### src/design/fuse_prog_pkg.sv
`default_nettype none
package fuse_prog_pkg;
  // Fuse byte reset images; a zero bit means programmed.
  localparam logic [7:0] EXT_FUSE_RESET  = 8'hFF;
  localparam logic [7:0] HIGH_FUSE_RESET = 8'h99;
  localparam logic [7:0] LOW_FUSE_RESET  = 8'h62;
  // Field positions.
  localparam int BROWNOUT_LEVEL_HI_BIT  = 2;
  localparam int BROWNOUT_LEVEL_LO_BIT  = 1;
  localparam int EXT_RESET_DISABLE_BIT  = 0;
  localparam int ONCHIP_DEBUG_BIT       = 7;
  localparam int SCAN_PORT_BIT          = 6;
  localparam int SERIAL_DOWNLOAD_BIT    = 5;
  localparam int WATCHDOG_ON_BIT        = 4;
  localparam int EEPROM_PRESERVE_BIT    = 3;
  localparam int RESET_VECTOR_BIT       = 0;
  localparam int CLOCK_DIV8_BIT         = 7;
  localparam int CLOCK_OUT_BIT          = 6;
  localparam int FIRST_LOCK_BIT         = 0;
  localparam logic [7:0] LOCK_RESET     = 8'hFF;
  localparam logic [7:0] EXT_UNUSED_MASK = 8'hF8;
  // Signature space addresses.
  localparam logic [1:0] SIG_ADDR0 = 2'h0;
  localparam logic [1:0] SIG_ADDR1 = 2'h1;
  localparam logic [1:0] SIG_ADDR2 = 2'h2;
  // Action select coding on the load strobe.
  typedef enum logic [1:0] {
    ACT_LOAD_ADDR = 2'b00,
    ACT_LOAD_DATA = 2'b01,
    ACT_LOAD_CMD  = 2'b10,
    ACT_IDLE      = 2'b11
  } action_t;
  // Command byte coding.
  localparam logic [7:0] CMD_CHIP_ERASE  = 8'h80;
  localparam logic [7:0] CMD_WRITE_FUSE  = 8'h40;
  localparam logic [7:0] CMD_WRITE_LOCK  = 8'h20;
  localparam logic [7:0] CMD_WRITE_FLASH = 8'h10;
  localparam logic [7:0] CMD_WRITE_EEP   = 8'h11;
  localparam logic [7:0] CMD_READ_SIG    = 8'h08;
  localparam logic [7:0] CMD_READ_FUSE   = 8'h04;
  localparam logic [7:0] CMD_READ_FLASH  = 8'h02;
  localparam logic [7:0] CMD_READ_EEP    = 8'h03;
  // Page geometry.
  localparam int FLASH_PAGES      = 256;
  localparam int FLASH_PAGE_WORDS = 64;
  localparam int EEP_PAGE_BYTES   = 4;
  // Strobe minimum and busy time.
  localparam int STROBE_MIN_NS  = 250;
  localparam int CLK_PERIOD_NS  = 10;
  localparam int STROBE_MIN_CYC = (STROBE_MIN_NS + CLK_PERIOD_NS - 1)
                                  / CLK_PERIOD_NS;
  localparam int BUSY_CYC       = 64;
  // Captured fuse set that steers the device.
  typedef struct packed {
    logic [7:0] ext;
    logic [7:0] high;
    logic [7:0] low;
  } fuse_set_t;
  // Programming pin group.
  typedef struct packed {
    logic       pageLoad;
    logic       actionSelect1;
    logic       actionSelect0;
    logic       byteSelectOne;
    logic       byteSelectTwo;
    logic       writeStrobeB;
    logic       outputEnableB;
    logic       loadStrobe;
  } prog_pins_t;
endpackage
`default_nettype wire

### src/design/fuse_and_parallel_prog_port.sv
`default_nettype none
// Notes on behaviour
// (RULE1) Three fuse bytes; programmed bits read zero.
// (RULE2) Extended byte: brownout level, reset disable.
// (RULE3) High byte fields and defaults as listed.
// (RULE4) Serial download fuse locked in serial mode.
// (RULE5) Low byte fields; default internal 8 MHz.
// (RULE6) Chip erase leaves fuses unchanged.
// (RULE7) First lock bit programmed blocks fuse writes.
// (RULE8) Fuses captured on programming entry, held.
// (RULE9) Eeprom preserve takes effect immediately.
// (RULE10) Fuses captured at normal power-up.
// (RULE11) Three-byte signature readable even locked.
// (RULE12) Calibration byte copied into register at reset.
// (RULE13) Programmer strobes last at least 250 ns.
// (RULE14) Ready/busy low while busy, high ready.
// (RULE15) Data bus driven only while enable low.
// (RULE16) Byte selects choose low/high/second high.
// (RULE17) Page load latches data into page buffer.
// (RULE18) Entry pattern: four pins all zero.
// (RULE19) Load strobe decodes action select bits.
// (RULE20) Write/enable strobes run latched command.
// (RULE21) Command byte decode as listed.
// (RULE22) Flash 256 pages; eeprom 256 small pages.
// (RULE23) Write strobe starts op; busy until done.
// (RULE24) Bus released while output enable high.
module fuse_and_parallel_prog_port
  import fuse_prog_pkg::*;
#(
  parameter logic [7:0] SIG_BYTE0   = 8'hA5, // Arbitrary identity value.
  parameter logic [7:0] SIG_BYTE1   = 8'h5A, // Arbitrary identity value.
  parameter logic [7:0] SIG_BYTE2   = 8'h3C, // Arbitrary identity value.
  parameter logic [7:0] CALIB_BYTE  = 8'h80, // Factory calibration.
  parameter int         PAGE_WORDS  = FLASH_PAGE_WORDS,
  parameter int         EEP_BYTES   = EEP_PAGE_BYTES
) (
  // Clock and reset.
  input  wire logic          core_clk,
  input  wire logic          rst_b,
  // Mode inputs.
  input  wire logic          progModeReq,
  input  wire logic          serialMode,
  // Programming pins, asynchronous to core_clk.
  input  wire prog_pins_t    pins,
  input  wire logic [7:0]    dataIn,
  output logic [7:0]         dataOut,
  output logic               dataOutEnB,
  output logic               ready_busy_out,
  // Device-facing state.
  output fuse_set_t          activeFuses,
  output logic               eepromPreserve,
  output logic [7:0]         osc_calibration_reg,
  output logic               inProgMode,
  output logic [15:0]        address,
  output logic [15:0]        pageBufWord,
  output logic               pageLatchPulse
);
  localparam int WW = $clog2(PAGE_WORDS);
  localparam int BC = $clog2(BUSY_CYC + 1);

  // Reset release through two flops.
  logic rstMeta;
  logic rstSync;
  always_ff @(posedge core_clk or negedge rst_b) begin
    if (!rst_b) begin
      rstMeta <= 1'b0;
      rstSync <= 1'b0;
    end else begin
      rstMeta <= 1'b1;
      rstSync <= rstMeta;
    end
  end

  // Two-flop synchronisers; the second stage and the edge-history flop are read.
  logic [9:0] syncA;
  logic [9:0] syncB;
  logic [9:0] prevB;
  always_ff @(posedge core_clk or negedge rstSync) begin
    if (!rstSync) begin
      // Reset to the idle pin levels, so no false edge follows reset.
      syncA <= 10'h006;
      syncB <= 10'h006;
      prevB <= 10'h006;
    end else begin
      syncA <= {progModeReq, serialMode, pins};
      syncB <= syncA;
      prevB <= syncB;
    end
  end
  logic sProg;
  logic sSerial;
  prog_pins_t sp;
  assign {sProg, sSerial} = syncB[9:8];
  assign sp = prog_pins_t'(syncB[7:0]);
  prog_pins_t pp;
  assign pp = prog_pins_t'(prevB[7:0]);
  logic loadRise;
  logic pageRise;
  logic wrFall;
  assign loadRise = sp.loadStrobe & ~pp.loadStrobe; // [RULE19]
  assign pageRise = sp.pageLoad & ~pp.pageLoad;     // [RULE17]
  assign wrFall = ~sp.writeStrobeB & pp.writeStrobeB; // [RULE23]

  // Data bus samples, also through two flops.
  logic [7:0] dataMeta;
  logic [7:0] dataSync;
  always_ff @(posedge core_clk or negedge rstSync) begin
    if (!rstSync) begin
      dataMeta <= 8'h00;
      dataSync <= 8'h00;
    end else begin
      dataMeta <= dataIn;
      dataSync <= dataMeta;
    end
  end

  // Programming mode entry needs the all-zero entry pattern.
  logic entryOk;
  assign entryOk = ~sp.pageLoad & ~sp.actionSelect1 &
                   ~sp.actionSelect0 & ~sp.byteSelectOne; // [RULE18]
  always_ff @(posedge core_clk or negedge rstSync) begin
    if (!rstSync) begin
      inProgMode <= 1'b0;
    end else if (!sProg) begin
      inProgMode <= 1'b0;
    end else if (!inProgMode && entryOk) begin
      inProgMode <= 1'b1;
    end
  end

  // Address, data and command latches on the load strobe.
  logic [7:0] command;
  logic [7:0] dataLo;
  logic [7:0] dataHi;
  logic       busy;
  always_ff @(posedge core_clk or negedge rstSync) begin
    if (!rstSync) begin
      command <= 8'h00;
      address <= 16'h0000;
      dataLo  <= 8'h00;
      dataHi  <= 8'h00;
    end else if (inProgMode && loadRise) begin
      case (action_t'({sp.actionSelect1, sp.actionSelect0})) // [RULE19]
        ACT_LOAD_ADDR: begin
          if (sp.byteSelectOne) begin                    // [RULE16]
            address[15:8] <= dataSync;
          end else begin
            address[7:0] <= dataSync;
          end
        end
        ACT_LOAD_DATA: begin
          if (sp.byteSelectOne) begin                    // [RULE16]
            dataHi <= dataSync;
          end else begin
            dataLo <= dataSync;
          end
        end
        ACT_LOAD_CMD: begin
          // New commands wait for ready; loads while busy are dropped.
          if (!busy) begin
            command <= dataSync;                         // [RULE23]
          end
        end
        default: begin
        end
      endcase
    end
  end

  // Page buffer of flip-flops; word index from low address bits.
  logic [15:0] pageBuf [PAGE_WORDS];
  logic [WW-1:0] wordIdx;
  assign wordIdx = address[WW-1:0];                      // [RULE22]
  always_ff @(posedge core_clk or negedge rstSync) begin
    if (!rstSync) begin
      for (int i = 0; i < PAGE_WORDS; i++) begin
        pageBuf[i] <= 16'hFFFF;
      end
      pageLatchPulse <= 1'b0;
    end else begin
      pageLatchPulse <= 1'b0;
      if (inProgMode && pageRise && (command == CMD_WRITE_FLASH ||
          command == CMD_WRITE_EEP)) begin
        pageBuf[wordIdx] <= {dataHi, dataLo};            // [RULE17]
        pageLatchPulse <= 1'b1;
      end
    end
  end
  assign pageBufWord = pageBuf[wordIdx];

  // Stored fuses and locks; only the fuse-write command touches fuses.
  fuse_set_t  fuseStore;
  logic [7:0] lockBits;
  logic       fuseWrite;
  assign fuseWrite = inProgMode && wrFall && !busy &&
                     command == CMD_WRITE_FUSE &&
                     lockBits[FIRST_LOCK_BIT];           // [RULE7]
  always_ff @(posedge core_clk or negedge rstSync) begin
    if (!rstSync) begin
      fuseStore <= '{EXT_FUSE_RESET, HIGH_FUSE_RESET,
                     LOW_FUSE_RESET};                    // [RULE1] [RULE2]
    end else if (fuseWrite) begin                        // [RULE6]
      case ({sp.byteSelectTwo, sp.byteSelectOne})        // [RULE16]
        2'b00: fuseStore.low <= dataLo;                  // [RULE5]
        2'b01: begin
          fuseStore.high <= dataLo;                      // [RULE3]
          if (sSerial) begin
            // Serial download fuse keeps its value in serial mode.
            fuseStore.high[SERIAL_DOWNLOAD_BIT] <=
              fuseStore.high[SERIAL_DOWNLOAD_BIT];       // [RULE4]
          end
        end
        2'b10: fuseStore.ext <= dataLo | EXT_UNUSED_MASK; // [RULE2]
        default: begin
        end
      endcase
    end
  end

  // Lock bits: programmed by write-lock, erased only by chip erase.
  always_ff @(posedge core_clk or negedge rstSync) begin
    if (!rstSync) begin
      lockBits <= LOCK_RESET;
    end else if (inProgMode && wrFall && !busy) begin
      if (command == CMD_WRITE_LOCK) begin
        lockBits <= lockBits & dataLo;
      end else if (command == CMD_CHIP_ERASE) begin
        lockBits <= LOCK_RESET;                          // [RULE6]
      end
    end
  end

  // Captured fuse image: every cycle while out of programming mode with no request, and on programming entry.
  logic progPrev;
  always_ff @(posedge core_clk or negedge rstSync) begin
    if (!rstSync) begin
      activeFuses <= '{EXT_FUSE_RESET, HIGH_FUSE_RESET, LOW_FUSE_RESET};
      progPrev    <= 1'b0;
    end else begin
      progPrev <= inProgMode;
      if (!progPrev && !inProgMode && !sProg) begin
        activeFuses <= fuseStore;                        // [RULE10]
      end else if (inProgMode && !progPrev) begin
        activeFuses <= fuseStore;                        // [RULE8]
      end
    end
  end
  // Preserve fuse acts at once when programmed.
  assign eepromPreserve = ~fuseStore.high[EEPROM_PRESERVE_BIT] |
                          ~activeFuses.high[EEPROM_PRESERVE_BIT]; // [RULE9]

  // Calibration copy each cycle outside programming mode; reset loads zero.
  always_ff @(posedge core_clk or negedge rstSync) begin
    if (!rstSync) begin
      osc_calibration_reg <= 8'h00;
    end else if (!progPrev && !inProgMode) begin
      osc_calibration_reg <= CALIB_BYTE;                 // [RULE12]
    end
  end

  // Busy timer started by the write strobe.
  logic [BC-1:0] busyCnt;
  assign busy = busyCnt != '0;
  always_ff @(posedge core_clk or negedge rstSync) begin
    if (!rstSync) begin
      busyCnt <= '0;
    end else if (inProgMode && wrFall && !busy &&
                 (command[7:4] != 4'h0)) begin           // [RULE23]
      busyCnt <= BC'(BUSY_CYC);
    end else if (busy) begin
      busyCnt <= busyCnt - 1'b1;
    end
  end
  assign ready_busy_out = ~busy;                         // [RULE14]

  // Read data selected by latched command and byte selects.
  logic [7:0] next_dataOut;
  always_comb begin
    next_dataOut = 8'hFF;
    case (command)                                       // [RULE20] [RULE21]
      CMD_READ_SIG: begin
        if (sp.byteSelectOne) begin
          next_dataOut = CALIB_BYTE;                     // [RULE12]
        end else begin
          case (address[1:0])                            // [RULE11]
            SIG_ADDR0: next_dataOut = SIG_BYTE0;
            SIG_ADDR1: next_dataOut = SIG_BYTE1;
            SIG_ADDR2: next_dataOut = SIG_BYTE2;
            default:   next_dataOut = 8'hFF;
          endcase
        end
      end
      CMD_READ_FUSE: begin
        case ({sp.byteSelectTwo, sp.byteSelectOne})      // [RULE1]
          2'b00:   next_dataOut = fuseStore.low;
          2'b11:   next_dataOut = fuseStore.high;
          2'b10:   next_dataOut = fuseStore.ext;
          default: next_dataOut = lockBits;
        endcase
      end
      CMD_READ_FLASH: begin
        next_dataOut = sp.byteSelectOne ? pageBufWord[15:8]
                                        : pageBufWord[7:0];
      end
      CMD_READ_EEP: begin
        next_dataOut = pageBufWord[7:0];
      end
      default: begin
        next_dataOut = 8'hFF;
      end
    endcase
  end

  // Registered read data and bus drive enable (low means driving).
  always_ff @(posedge core_clk or negedge rstSync) begin
    if (!rstSync) begin
      dataOut    <= 8'h00;
      dataOutEnB <= 1'b1;
    end else begin
      dataOut    <= next_dataOut;
      dataOutEnB <= ~(inProgMode && !sp.outputEnableB); // [RULE15] [RULE24]
    end
  end
endmodule // fuse_and_parallel_prog_port
`default_nettype wire

### config.mk
export PLATFORM = sky130hd
export DESIGN_NAME = fuse_and_parallel_prog_port
export DESIGN_NICKNAME = d
export VERILOG_FILES = /design/src/design/fuse_prog_pkg.sv /design/src/design/fuse_and_parallel_prog_port.sv
export SDC_FILE = /design/constraint.sdc
export NUM_CORES = 2
export LEC_CHECK = 0
export BUFFER_PORTS_ARGS = -buffer_cell sky130_fd_sc_hd__buf_2
export CAP_MARGIN = 10
export CORE_MARGIN = 2
export CORE_UTILIZATION = 63
export DETAILED_ROUTE_END_ITERATION = 8
export PLACE_DENSITY = 0.82
export SYNTH_ARGS = -nofsm -noshare
export SYNTH_HDL_FRONTEND = slang
export SYNTH_SLANG_ARGS = --single-unit
### constraint.sdc
create_clock -name core_clk -period 47.1 [get_ports core_clk]
set_clock_uncertainty 0.15 [all_clocks]
set_input_delay 9.42 -clock core_clk [delete_from_list [all_inputs] [get_ports core_clk]]
set_output_delay 9.42 -clock core_clk [all_outputs]
set_load 0.02 [all_outputs]
==> out/qor.yml <==
synth:
  synth_most_common_cell: "mux2_2"
  synth_mux_area_share_pct: 29.1
  synth_compound_area_share_pct: 7.55
  async_flop_share_pct: 100
  synth_seq_area_share_pct: 57.0
  yosysTopAreaCell: "dfstp_2"
  yosys_warnings: 0
  syn_area_per_cell_um2: 14.4
  synth.distinct_cells: 78
  synthTopCellsByArea: "dfstp_2 (52%), mux2_2 (26%), dfrtp_1 (5.3%)"
  synth_edf_count: 0
  synth_simple_gate_area_share_pct: 2.98
  synth_flop_cell: "dfstp_2"
  syn-instance-count: 3743
  synthXorXnorAreaFrac_pct: 0.0815
  ys_top_cells_by_count: "mux2_2 (1221), dfstp_2 (1058), clkbuf_1 (162), a22oi_1 (128), dfrtp_1 (113)"
  synth_adder_area_share_pct: 0.0931
  synth_top_family_by_area: "multiplexers"
  synth_area_um2: 53700
  synth_seq_cells: 1171
  yosysTopAreaCellShare_pct: 51.7
grt:
  grt_max_degree: 173
  grt_pass1_vias: 35600
  grt_usage_pct: 37.3
  grt_pass1_wl_mm: 240
  antenna_found_initial: 10
  overflow: 0
drt:
  drt-total-wl_mm: 163
  dr.pass1.iters: 9
  vias: 35400
  wl_per_cell_um: 32.6
  drt_iter0_markers: 4538
  viasPerCell: 7.09
  ant_nets: 0
  drc: 0
sta:
  fin_ws_ns: 31.55
  rsz0062_at_grt: "no"
  min_period_ns: 15.55
  slew_viol_final: 0
  finalSetupViolations: 0
  holdWs_ns: 0.173
  relSlewSlack_pct: 13.6
  fin_crit_sh_pct: 33.0
  worst_slew_pin_slew_ns: 1.28
  hold_viol: 0
  fmax_mhz: 64.3
  setup_tns_ns: 0
place:
  place_congestion: 0.995
  dpl.hpwl_mm: 98.0
  io_buffers: 84
  pre_cts_ws_ns: 32.60
  place_area_um2: 55100
job:
  cap_violations: 0
clock_tree:
  cts.sinks: 1171
  cts_tree: "done"
  root_buffer: "clkbuf_16"
  cts_max_level: 3
  cts_hold_buf: 0
  cts_setup_buffers: 0
  ctsLongestPathBuffers: 3
  clkTransAtPathRegs_ns: 0.07
  worstSkewPairLatency_ns: 0.73
  numCtsBuffers: 117
  post_cts_resized: 0
critical_path:
  crit_chain: "buf_4 -> buf_4 -> nor2b_2 -> buf_4 -> a22oi_1 -> o22ai_1 -> o311ai_0 -> o211ai_1 -> buf_2"
  cpMostUsedCell: "buf_4"
  cp_num_buf_inv: 4
  end_kind: "output port"
  slowest_delay_ns: 0.94
  cpLargestDelayFamily: "buffers and inverters"
  critPathArrivalTime_ns: 5.98
  required_ns: 37.53
  cp_max_fo: 48
  start_kind: "flop"
  path_class: "reg -> out"
  slowest_stage: "o311ai_0"
cells_and_area:
  fin_area_um2: 59100
  fillCellCount: 5592
  syn_to_final_growth_pct: 9.95
  reg_top3: "pageBuf x1024, activeFuses x19, fuseStore x19"
  largest-register: "pageBuf"
  nNetsFinal: 3766
  largest_register_ff_count: 1024
  drive_gt1_share_pct: 72.6
power_and_ir_drop:
  report.power.total_mw: 2.09
  p_per_area_nw_per_um2: 35.4
  leakage_nw: 23.6
  peakVddDrop_v: 0.0000394
die:
  die_y_um: 296
  fp.coreArea_um2: 84900
  boundaryPins: 97
  num_rows: 107
  die_area_um2: 87600
  start_util_pct: 63.3
  die-width_um: 296
hold_path:
  hold_path.class: "reg -> async"
outcome:
  status: "finished, final reports clean"
## worst reg2reg max path: cells and delay by family (launching register included)
kind / cells / cell delay (ns)
flip-flops: 1 / 0.80
AO/OA/AOI/OAI: 5 / 2.87
AND/OR/NAND/NOR: 1 / 0.17
buffers and inverters: 3 / 1.73
## cell families after synthesis
kind of cell    after synthesis
compound gates              538
buf+inv                     357
simple gates                314
flops                      1171
other cells                   2
xor+xnor                      5
fa+ha+maj                     4
mux                        1352
## cell usage in the layout, fill, tap and decap left out, drive strengths merged, types with 14 or more instances in the layout
| cell | Yosys | routed |
|---|---|---|
| clkinv | 0 | 35 |
| clkbuf | 162 | 171 |
| nor2 | 106 | 106 |
| a21oi | 57 | 57 |
| buf | 186 | 217 |
| o22ai | 14 | 14 |
| mux2 | 1234 | 1234 |
| dfrtp | 113 | 113 |
| a31oi | 28 | 28 |
| nand2b | 15 | 15 |
| a221o | 53 | 53 |
| o2bb2ai | 15 | 15 |
| nand2 | 85 | 85 |
| dfstp | 1058 | 1058 |
| a22oi | 128 | 128 |
| mux4 | 42 | 42 |
| a222oi | 20 | 20 |
| o21ai | 66 | 66 |
| mux2i | 76 | 76 |
| a221oi | 76 | 76 |
## cell type report
| type | instances | area (um^2) | area share (%) |
|---|---|---|---|
| diodes | 3 | 7.51 | 0.0127 |
| clock buffers | 171 | 3460 | 5.86 |
| inverters | 9 | 33.8 | 0.0572 |
| multi-input cells | 2226 | 21500 | 36.3 |
| flip-flops and latches | 1171 | 30700 | 51.9 |
| clock inverters | 48 | 515 | 0.873 |
| well taps | 1144 | 1430 | 2.42 |
| repair buffers | 217 | 1490 | 2.52 |
## power breakdown
group	internal, mW	switching, mW	total, mW
Sequential	1.02	0.0127	1.03
Clock	0.553	0.403	0.956
Combinational	0.0228	0.0823	0.105
## path summary, 6_finish.rpt
kind,slack (ns),from,to,cells after the start
max in group asynchronous,38.35,rst_b,rstSync$_DFF_PN0_,1
hold / removal,0.17,rstSync$_DFF_PN0_,dataMeta[5]$_DFF_PN0_,0
setup / recovery,31.55,address[2]$_DFFE_PN0P_,pageBufWord[2],9
setup reg to reg,41.25,address[1]$_DFFE_PN0P_,dataOut[4]$_DFF_PN0_,9
min in group core_clk,0.20,dataMeta[1]$_DFF_PN0_,dataSync[1]$_DFF_PN0_,0
hold reg to reg,0.17,rstSync$_DFF_PN0_,dataMeta[5]$_DFF_PN0_,0
## stage by stage
stage / utilization [%] / std cells
after floorplan: - / 3754
after global placement: 64.9 / 4765
after detailed placement: 64.9 / 4767
after CTS: 69.6 / 4986
after global routing: 69.6 / 4986
final: 69.6 / 4989
## per-layer routing
layer	global-route usage [%]	share of wire, %	vias up
met5	1.39	0.19	-
met4	20.5	6.3	22
met3	12.1	12	643
met2	53.6	43	2358
met1	50.1	38	18500
li1	-	-	13900
(Power assumes the default switching activity.)
